`config.mk`:
```
export PLATFORM = sky130hd
export DESIGN_NAME = dpsa_syndrome
export DESIGN_NICKNAME = d
export VERILOG_FILES = /design/src/hdl/dpsa_pkg.sv /design/src/hdl/dpsa_syndrome.sv
export SDC_FILE = /design/constraint.sdc
export NUM_CORES = 1
export LEC_CHECK = 0
export ABC_CLOCK_PERIOD_IN_PS = 5800
export BUFFER_PORTS_ARGS = -buffer_cell sky130_fd_sc_hd__buf_4
export CORE_MARGIN = 4
export CORE_UTILIZATION = 56
export DETAILED_ROUTE_END_ITERATION = 12
export MAX_ROUTING_LAYER = met4
export PLACE_DENSITY = 0.92
export SETUP_SLACK_MARGIN = 0.05
export SLEW_MARGIN = 30
export SYNTH_ARGS = -nofsm -noshare
export SYNTH_HDL_FRONTEND = slang
export SYNTH_SLANG_ARGS = --single-unit
```
`constraint.sdc`:
```
create_clock -name i_clock -period 5.8 [get_ports i_clock]
set_clock_uncertainty 0.05 [all_clocks]
set_input_delay 0.29 -clock i_clock [delete_from_list [all_inputs] [get_ports i_clock]]
set_output_delay 0.29 -clock i_clock [all_outputs]
set_load 0.02 [all_outputs]
```
`src/hdl/dpsa_pkg.sv`:
```
// constants and carrier types for the debug and pointer-auth syndrome block
package dpsa_pkg;

    // syndrome layout
    localparam int         ISS_W        = 25;
    localparam int         SVALID_POS   = 24;
    localparam int         EXCL_POS     = 6;
    localparam int         MAINT_POS    = 8;
    localparam int         WFLAG_POS    = 6;
    localparam int         DKEY_POS     = 1;
    localparam int         BKEY_POS     = 0;
    localparam logic [5:0] FSC_DEBUG    = 6'h22;
    localparam logic [5:0] EC_SYS_TRAP  = 6'h18;

    // system instruction encoding of the el1 syndrome register
    localparam logic [1:0] ENC_OP0      = 2'h3;
    localparam logic [2:0] ENC_OP1      = 3'h0;
    localparam logic [3:0] ENC_CRN      = 4'h5;
    localparam logic [3:0] ENC_CRM      = 4'h2;
    localparam logic [2:0] ENC_OP2      = 3'h0;

    // exception levels
    localparam logic [1:0] EL0          = 2'h0;
    localparam logic [1:0] EL1          = 2'h1;
    localparam logic [1:0] EL2          = 2'h2;
    localparam logic [1:0] EL3          = 2'h3;

    // watchpoint comparators
    localparam int         WP_N         = 4;
    localparam int         WP_IDX_W     = 2;

    // register bus map, byte addresses
    localparam logic [3:0] OFF_CONFIG   = 4'h0;
    localparam logic [3:0] OFF_EL1_SYN  = 4'h4;
    localparam logic [3:0] OFF_EL2_SYN  = 4'h8;
    localparam logic [3:0] OFF_STATUS   = 4'hC;
    localparam logic [14:0] CFG_RESET   = 15'h0000;
    localparam logic [31:0] SYN_RESET   = 32'h00000000;

    typedef enum logic [1:0] {
        KIND_SSTEP = 2'h0,
        KIND_WATCH = 2'h1,
        KIND_BRK   = 2'h2,
        KIND_AUTH  = 2'h3
    } dpsa_kind_type;

    // software configuration, msb first
    typedef struct packed {
        logic       comb_fault;
        logic       monitor_pauth_enable;
        logic       hyp_pauth_enable;
        logic       host_extension_bit;
        logic       trap_vm_writes_bit;
        logic       trap_vm_reads_bit;
        logic       el2_is_64;
        logic       el2_enabled;
        logic [1:0] cap_target_el;
        logic       halted;
        logic       cap_access_en;
        logic       cap_present;
        logic [1:0] current_exception_level;
    } dpsa_cfg_type;

    typedef struct packed {
        logic          valid;
        dpsa_kind_type kind;
        logic          to_el2;
        logic          syndrome_valid_bit;
        logic          exclusive_load_stepped;
        logic          cache_maint;
        logic          zero_cache_block_instr;
        logic          is_write;
        logic          is_atomic;
        logic          atomic_read_hit;
        logic [15:0]   comment;
        logic          data_key;
        logic          b_key;
        logic          auth_bad;
        logic          combined;
    } dpsa_event_type;

    typedef struct packed {
        logic        valid;
        logic        write;
        logic [1:0]  op0;
        logic [2:0]  op1;
        logic [3:0]  crn;
        logic [3:0]  crm;
        logic [2:0]  op2;
        logic [31:0] wdata;
    } dpsa_sysreq_type;

    typedef struct packed {
        logic        done;
        logic        claimed;
        logic        undef;
        logic        trap;
        logic [1:0]  trap_el;
        logic [5:0]  ec;
        logic [31:0] rdata;
    } dpsa_sysresp_type;

endpackage

```
`src/hdl/dpsa_syndrome.sv`:
```
// syndrome capture and system-register access checks for el1/el2 syndromes
`timescale 1ns/1ps
`default_nettype none

module dpsa_syndrome
    import dpsa_pkg::*;
(
    input  wire logic                  i_clock,
    input  wire logic                  i_resetn,
    input  wire dpsa_event_type        i_event,
    input  wire logic [WP_N-1:0]       i_wp_match,
    input  wire dpsa_sysreq_type       i_sys_req,
    output var dpsa_sysresp_type       o_sys_resp,
    output logic                       o_exc_taken,
    output logic [ISS_W-1:0]           o_exc_iss,
    output logic [WP_IDX_W-1:0]        o_wp_source,
    input  wire logic [3:0]            i_avs_address,
    input  wire logic                  i_avs_read,
    input  wire logic                  i_avs_write,
    input  wire logic [31:0]           i_avs_writedata,
    input  wire logic [3:0]            i_avs_byteenable,
    output logic [31:0]                o_avs_readdata,
    output logic                       o_avs_waitrequest
);

    dpsa_cfg_type          cfg;
    logic [31:0]           el1_syn;
    logic [31:0]           el2_syn;
    logic [ISS_W-1:0]      next_iss;
    logic                  next_take;
    logic                  maint_eff;
    logic                  pauth_off;
    logic [WP_IDX_W-1:0]   next_wp_source;
    logic [WP_N-1:0]       wp_match_q;
    logic                  sys_hit;
    logic                  cap_block;
    logic                  next_undef;
    logic                  next_trap;
    logic [1:0]            next_trap_el;
    logic                  next_use_el2;
    logic                  sys_ok;
    logic                  avs_ack;
    logic                  avs_req;

    ////////////////////////////////////////////////////////////////////////
    // syndrome assembly for the four exception kinds

    // zero cache block is no cache maintenance op
    assign maint_eff = i_event.cache_maint & ~i_event.zero_cache_block_instr;
    assign pauth_off = ~cfg.hyp_pauth_enable | ~cfg.monitor_pauth_enable;

    // reserved bits stay zero because the vector starts cleared
    always_comb begin
        next_iss  = '0;
        next_take = 1'b0;
        unique case (i_event.kind)
            KIND_SSTEP: begin
                next_take            = i_event.valid;
                next_iss[5:0]        = FSC_DEBUG;
                next_iss[SVALID_POS] = i_event.syndrome_valid_bit;
                // exclusive bit only meaningful with valid syndrome
                next_iss[EXCL_POS]   = i_event.syndrome_valid_bit
                                     & i_event.exclusive_load_stepped;
            end
            KIND_WATCH: begin
                next_take           = i_event.valid;
                next_iss[5:0]       = FSC_DEBUG;
                next_iss[MAINT_POS] = maint_eff;
                if (maint_eff) begin
                    next_iss[WFLAG_POS] = 1'b1;
                end else if (i_event.is_atomic) begin
                    next_iss[WFLAG_POS] = ~i_event.atomic_read_hit;
                end else begin
                    next_iss[WFLAG_POS] = i_event.is_write;
                end
            end
            KIND_BRK: begin
                next_take          = i_event.valid;
                next_iss[15:0]     = i_event.comment;
            end
            KIND_AUTH: begin
                if (pauth_off) begin
                    // trapped instruction carries no detail
                    next_take = i_event.valid;
                end else if (i_event.auth_bad
                             & (~i_event.combined | cfg.comb_fault)) begin
                    next_take          = i_event.valid;
                    next_iss[DKEY_POS] = i_event.data_key;
                    next_iss[BKEY_POS] = i_event.b_key;
                end
            end
        endcase
    end

    // lowest matching comparator wins; any choice is legal
    always_comb begin
        next_wp_source = '0;
        for (int k = WP_N - 1; k >= 0; k--) begin
            if (i_wp_match[k]) begin
                next_wp_source = WP_IDX_W'(k);
            end
        end
    end

    // last taken exception, for the pipeline and for software
    always_ff @(posedge i_clock or negedge i_resetn) begin
        if (!i_resetn) begin
            o_exc_taken <= 1'b0;
            o_exc_iss   <= '0;
            o_wp_source <= '0;
            wp_match_q  <= '0;
        end else begin
            o_exc_taken <= next_take;
            wp_match_q  <= i_wp_match;
            if (next_take) begin
                o_exc_iss <= next_iss;
            end
            if (i_event.valid && i_event.kind == KIND_WATCH) begin
                o_wp_source <= next_wp_source;
            end
        end
    end

    ////////////////////////////////////////////////////////////////////////
    // system instruction access checks

    assign sys_hit   = i_sys_req.valid
                     && i_sys_req.op0 == ENC_OP0 && i_sys_req.op1 == ENC_OP1
                     && i_sys_req.crn == ENC_CRN && i_sys_req.crm == ENC_CRM
                     && i_sys_req.op2 == ENC_OP2;
    assign cap_block = cfg.cap_present & ~cfg.cap_access_en & ~cfg.halted;

    // privilege and capability gating, highest priority first
    always_comb begin
        next_undef   = 1'b0;
        next_trap    = 1'b0;
        next_trap_el = EL1;
        next_use_el2 = 1'b0;
        unique case (cfg.current_exception_level)
            EL0: begin
                next_undef = 1'b1;
            end
            EL1: begin
                if (cap_block) begin
                    next_trap    = 1'b1;
                    // target code zero falls back to el1
                    next_trap_el = (cfg.cap_target_el == EL0) ? EL1 : cfg.cap_target_el;
                end else if (cfg.el2_enabled && cfg.el2_is_64
                             && (i_sys_req.write ? cfg.trap_vm_writes_bit
                                                 : cfg.trap_vm_reads_bit)) begin
                    next_trap    = 1'b1;
                    next_trap_el = EL2;
                end
            end
            EL2: begin
                if (cap_block) begin
                    next_trap    = 1'b1;
                    next_trap_el = (cfg.cap_target_el == EL2) ? EL2 : EL3;
                end else begin
                    next_use_el2 = cfg.host_extension_bit;
                end
            end
            EL3: begin
                // no ordering against alias accesses is enforced here
                if (cap_block) begin
                    next_trap    = 1'b1;
                    next_trap_el = EL3;
                end
            end
        endcase
    end

    assign sys_ok = sys_hit & ~next_undef & ~next_trap;

    // one-cycle registered answer to every request
    always_ff @(posedge i_clock or negedge i_resetn) begin
        if (!i_resetn) begin
            o_sys_resp <= '0;
        end else begin
            o_sys_resp.done    <= i_sys_req.valid;
            o_sys_resp.claimed <= sys_hit;
            o_sys_resp.undef   <= sys_hit & next_undef;
            o_sys_resp.trap    <= sys_hit & next_trap;
            o_sys_resp.trap_el <= (sys_hit & next_trap) ? next_trap_el : EL0; // zero unless trapped
            o_sys_resp.ec      <= (sys_hit & next_trap) ? EC_SYS_TRAP : 6'h00;
            o_sys_resp.rdata   <= (sys_ok & ~i_sys_req.write)
                                ? (next_use_el2 ? el2_syn : el1_syn) : 32'h00000000;
        end
    end

    ////////////////////////////////////////////////////////////////////////
    // syndrome storage

    // contents are don't-care after reset; cleared only for tidiness
    // an exception in the same cycle as a move to the register wins
    always_ff @(posedge i_clock or negedge i_resetn) begin
        if (!i_resetn) begin
            el1_syn <= SYN_RESET;
            el2_syn <= SYN_RESET;
        end else begin
            if (sys_ok && i_sys_req.write) begin
                if (next_use_el2) begin
                    el2_syn <= i_sys_req.wdata;
                end else begin
                    el1_syn <= i_sys_req.wdata;
                end
            end
            if (next_take) begin
                if (i_event.to_el2) begin
                    el2_syn <= 32'(next_iss);
                end else begin
                    el1_syn <= 32'(next_iss);
                end
            end
        end
    end

    ////////////////////////////////////////////////////////////////////////
    // avalon-mm slave, one wait state on every access

    assign avs_req           = i_avs_read | i_avs_write;
    assign o_avs_waitrequest = avs_req & ~avs_ack;

    always_ff @(posedge i_clock or negedge i_resetn) begin
        if (!i_resetn) begin
            avs_ack <= 1'b0;
        end else begin
            avs_ack <= avs_req & ~avs_ack;
        end
    end

    // read data latched during the wait state so it is stable at the ack
    always_ff @(posedge i_clock or negedge i_resetn) begin
        if (!i_resetn) begin
            o_avs_readdata <= 32'h00000000;
        end else if (i_avs_read && !avs_ack) begin
            unique case (i_avs_address)
                OFF_CONFIG:  o_avs_readdata <= 32'(cfg);
                OFF_EL1_SYN: o_avs_readdata <= el1_syn;
                OFF_EL2_SYN: o_avs_readdata <= el2_syn;
                OFF_STATUS:  o_avs_readdata <= {24'h000000, o_wp_source,
                                                o_sys_resp.trap_el, o_sys_resp.trap,
                                                o_sys_resp.undef, o_sys_resp.claimed,
                                                o_exc_taken};
                default:     o_avs_readdata <= 32'h00000000;
            endcase
        end
    end

    // configuration write honours byte enables; other offsets ignore writes
    always_ff @(posedge i_clock or negedge i_resetn) begin
        if (!i_resetn) begin
            cfg <= dpsa_cfg_type'(CFG_RESET);
        end else if (i_avs_write && avs_ack && i_avs_address == OFF_CONFIG) begin
            if (i_avs_byteenable[0]) begin
                cfg[7:0] <= i_avs_writedata[7:0];
            end
            if (i_avs_byteenable[1]) begin
                cfg[14:8] <= i_avs_writedata[14:8];
            end
        end
    end
endmodule // dpsa_syndrome

`default_nettype wire

```
==> results by group <==
GRT
  – Congestion Overflow GR: 0
  – Largest net degree at the start of global routing: 117
  – Vias in the first global route: 6571
  – Initial antenna violation count: 0
  – M1 GR Usage: between 30% and 40%
  – Met3 Use GR: 6.44%
  – GRT Max-Usage Layer: met2
  – Met2 usage: 47.4%
  – Global-route wire length before repair: 34300 um
  – Overall routing resource usage: 29.0%

Timing
  – Max-slew violations: 0
  – # setup viols final: 0
  – Max transition margin: 43.4%
  – Fmax: about 400 MHz
  – Final period util: 43.0%
  – Fin. Hold Viols: 0
  – Post-route minimum period: 2.49 ns
  – Unrepaired setup endpoints after global routing: no
  – TNS Setup: 0 ns
  – Fin Hold WS: 0.0358 ns
  – Slew @ Worst Pin: between 0.8 and 0.9 ns

Critical path
  – Slowest-stage cell, CP: buf_4
  – CP peak stage delay: ~0.56 ns
  – Worst Path Max Fanout: 32
  – CP Capture Type: flip-flop
  – Setup CP Type: reg -> reg
  – Worst path required time: 6.03 ns
  – Worst path cell trace: nand2_1 > or3_1 > nor4_4 > buf_4 > mux2i_1 > nor2_1
  – Kind of start point of the critical path: flip-flop
  – Buf+Inv Stages, Crit Path: 1
  – Top delay family on crit path: simple AND/OR/NAND/NOR gates
  – Crit path DAT: approximately 2.7 ns

Placement
  – Final HPWL DP: ~15000 um
  – Final GP Congestion: 0.875
  – PortBufs: 202

Pwr
  – Gate power share: 11.8%
  – Sw power: 0.659 mW
  – Register share of total power: 50.4%
  – Clock share of power: 37.8%
  – PwrDens: 264 nW/um^2
  – Switching Share: roughly a quarter
  – Leak Pwr: 4.57 nW
  – VDD IR max: ~0.00021 V
  – Pint: 1.93 mW

Final layout
  – Layout cell share with drive strength beyond 1: 28.7%
  – Filler cells: 957
  – Area delta synth->final: 28.1%
  – Ant diodes: 0
  – Storage cell area: 4250 um^2
  – Final Net Count: 1064
  – Area of the multi-input gates: 3130 um^2

Clocking
  – Clk slew on worst S/H paths: roughly 0.06 ns
  – CTS tree: done
  – Hold buffers post-CTS: 4
  – Root buffer cell: clkbuf_16
  – Resize count post-CTS: 0
  – CTS Buf Count: 17
  – Clock Path Buffers: 2
  – Setup Buffers After CTS: 0
  – Clk_lat worst skew: 0.43 ns
  – H-tree depth: 4
  – Clock sink count: 170

Die
  – Core area: around 13000 um^2
  – Cell Rows: 42
  – Initial Util: 57.6%
  – Die Footprint: 15600 um^2
  – Die width: 125 um
  – Die height: 125 um
  – # IOs: 234

Drt
  – Wirelength per Cell: 19.7 um
  – Drt total wl: 22000 um
  – Via Count: 6528
  – Starting DRT DRC Count: 485
  – Antenna-violating nets left: 0
  – Vias per cell: slightly below 6
  – First-pass iteration count of the detailed router: 5
  – Residual DRC count: 0

Logic synthesis
  – Share of the synthesized area in the top cell type: a little under three fifths
  – Seq/Total Area, Yosys: 55.5%
  – Synth top area cells: dfrtp_1 (56%), mux2i_1 (9.3%), nand2_1 (6.6%)
  – Synth Area in Compound Gates: ~15%
  – Mux contribution to synthesized area: 11.9%
  – Synth top cells by count: dfrtp_1 (170), nand2_1 (135), a21oi_1 (94)
  – Post-synth top flop: dfrtp_1
  – Synth area leader: dfrtp_1
  – Mapped Avg Cell Area: ~10 um^2
  – EDFF count, synth: 0
  – Post-Synth Simple-Gate Area: 12.1%
  – Main combinational cell family by area after synthesis: compound AO/OA/AOI/OAI gates
  – Post-Synthesis Cell Area: 7660 um^2
  – Cells after synthesis: 741
  – Post-synthesis register bit count: 170
  – Synth Area in XOR/XNOR: 0%
  – Synth unique cells: 45
  – Asr flop ratio synth: 100%
  – Post-Synth Adder-Cell Area: 0.817%
  – Top-count cell post-synth: dfrtp_1
  – Synth warn: 0

Status
  – Status: finished clean

Min path
  – HP Class: in -> reg

Flow run
  – Max-cap viol count: 0
## kinds of logic after synthesis
logic type                 after synthesis
and+or+nand+nor                        211
AOI/OAI and AO/OA                      196
DFF                                    170
muxes                                   89
buffers and inverters                   69
adders and majority gates                5
other                                    1
## metrics by stage
stage / area [um^2] / worst slack (ns) / cells / util (%) / power, mW
floorplan: 7700 / 3.75 / 752 / - / 1.46
global placement: 9240 / 2.87 / 1081 / 69.5 / 1.61
detailed placement: 9270 / 2.81 / 1083 / 69.7 / 1.63
CTS: 9800 / 2.97 / 1117 / 73.7 / 2.59
global route: 9810 / 3.17 / 1117 / 73.8 / 2.68
finish: 9810 / 3.31 / 1117 / 73.8 / 2.59
## worst paths after layout
kind | startpoint | cells after the start | end | slack (ns)
max reg2reg | cfg[1] | 6 | el2_syn[21] | 3.31
min reg2reg | o_avs_readdata[16] | 2 | o_avs_readdata[16] | 0.43
min in group asynchronous | i_resetn | 2 | o_avs_readdata[18] | 0.46
max in group asynchronous | i_resetn | 3 | o_avs_readdata[24] | 3.98
max | cfg[1] | 6 | el2_syn[21] | 3.31
min | i_avs_writedata[3] | 2 | cfg[3] | 0.04
## sequential cells by signal, summed over array words and instances, names as in the netlist
register	count
el2_syn	32
o_exc_iss	17
o_exc_taken	1
o_sys_resp	38
avs_ack	1
o_avs_readdata	32
el1_syn	32
o_wp_source	2
cfg	15
## cells in the final DEF (no fill, tap or decap), types with 2 or more instances in the layout
| cell type | n |
|---|---|
| clkbuf_16 | 17 |
| nor4_1 | 2 |
| ha_1 | 5 |
| and3_1 | 2 |
| nand3_1 | 2 |
| a22o_1 | 15 |
| or2_2 | 2 |
| buf_4 | 214 |
| a22oi_1 | 18 |
| mux2_2 | 18 |
| mux2i_1 | 71 |
| nor2_1 | 42 |
| nor3b_1 | 3 |
| nand4_1 | 3 |
| nor3_1 | 3 |
| o31ai_1 | 2 |
| nor2b_1 | 2 |
| a221oi_1 | 8 |
| nor4_4 | 3 |
| clkinv_2 | 4 |
| buf_8 | 2 |
| nor4b_2 | 2 |
| inv_1 | 7 |
| nand2_1 | 134 |
| a21oi_1 | 94 |
| dfrtp_1 | 170 |
| conb_1 | 12 |
| dlygate4sd3_1 | 4 |
| o21ai_0 | 51 |
| clkbuf_1 | 8 |
## routing by layer
layer	part of all wire, %	vias to the layer above	routed length (um)
li1	-	2947	-
met1	39	3190	8550
met2	50	329	11000
met3	7.3	62	1600
met4	3.8	0	835
met5	0	-	0
## layout make-up
class,count,area share (%)
flip-flops and latches,170,43.4
multi-input cells,513,31.9
repair buffers,221,17.2
clock buffers,26,4.78
well taps,176,2.24
inverters,7,0.268
clock inverters,4,0.204
## power by group through the flow
stage | Clock (mW) | Combinational (mW) | Sequential (mW)
2_1_floorplan | 0 | 0.145 | 1.31
3_3_place_gp | 0 | 0.290 | 1.32
3_5_place_dp | 0 | 0.302 | 1.32
4_1_cts | 0.983 | 0.306 | 1.30
5_1_grt | 1.03 | 0.337 | 1.31
6_report | 0.977 | 0.307 | 1.30
Power figures use the tool's default switching activity.
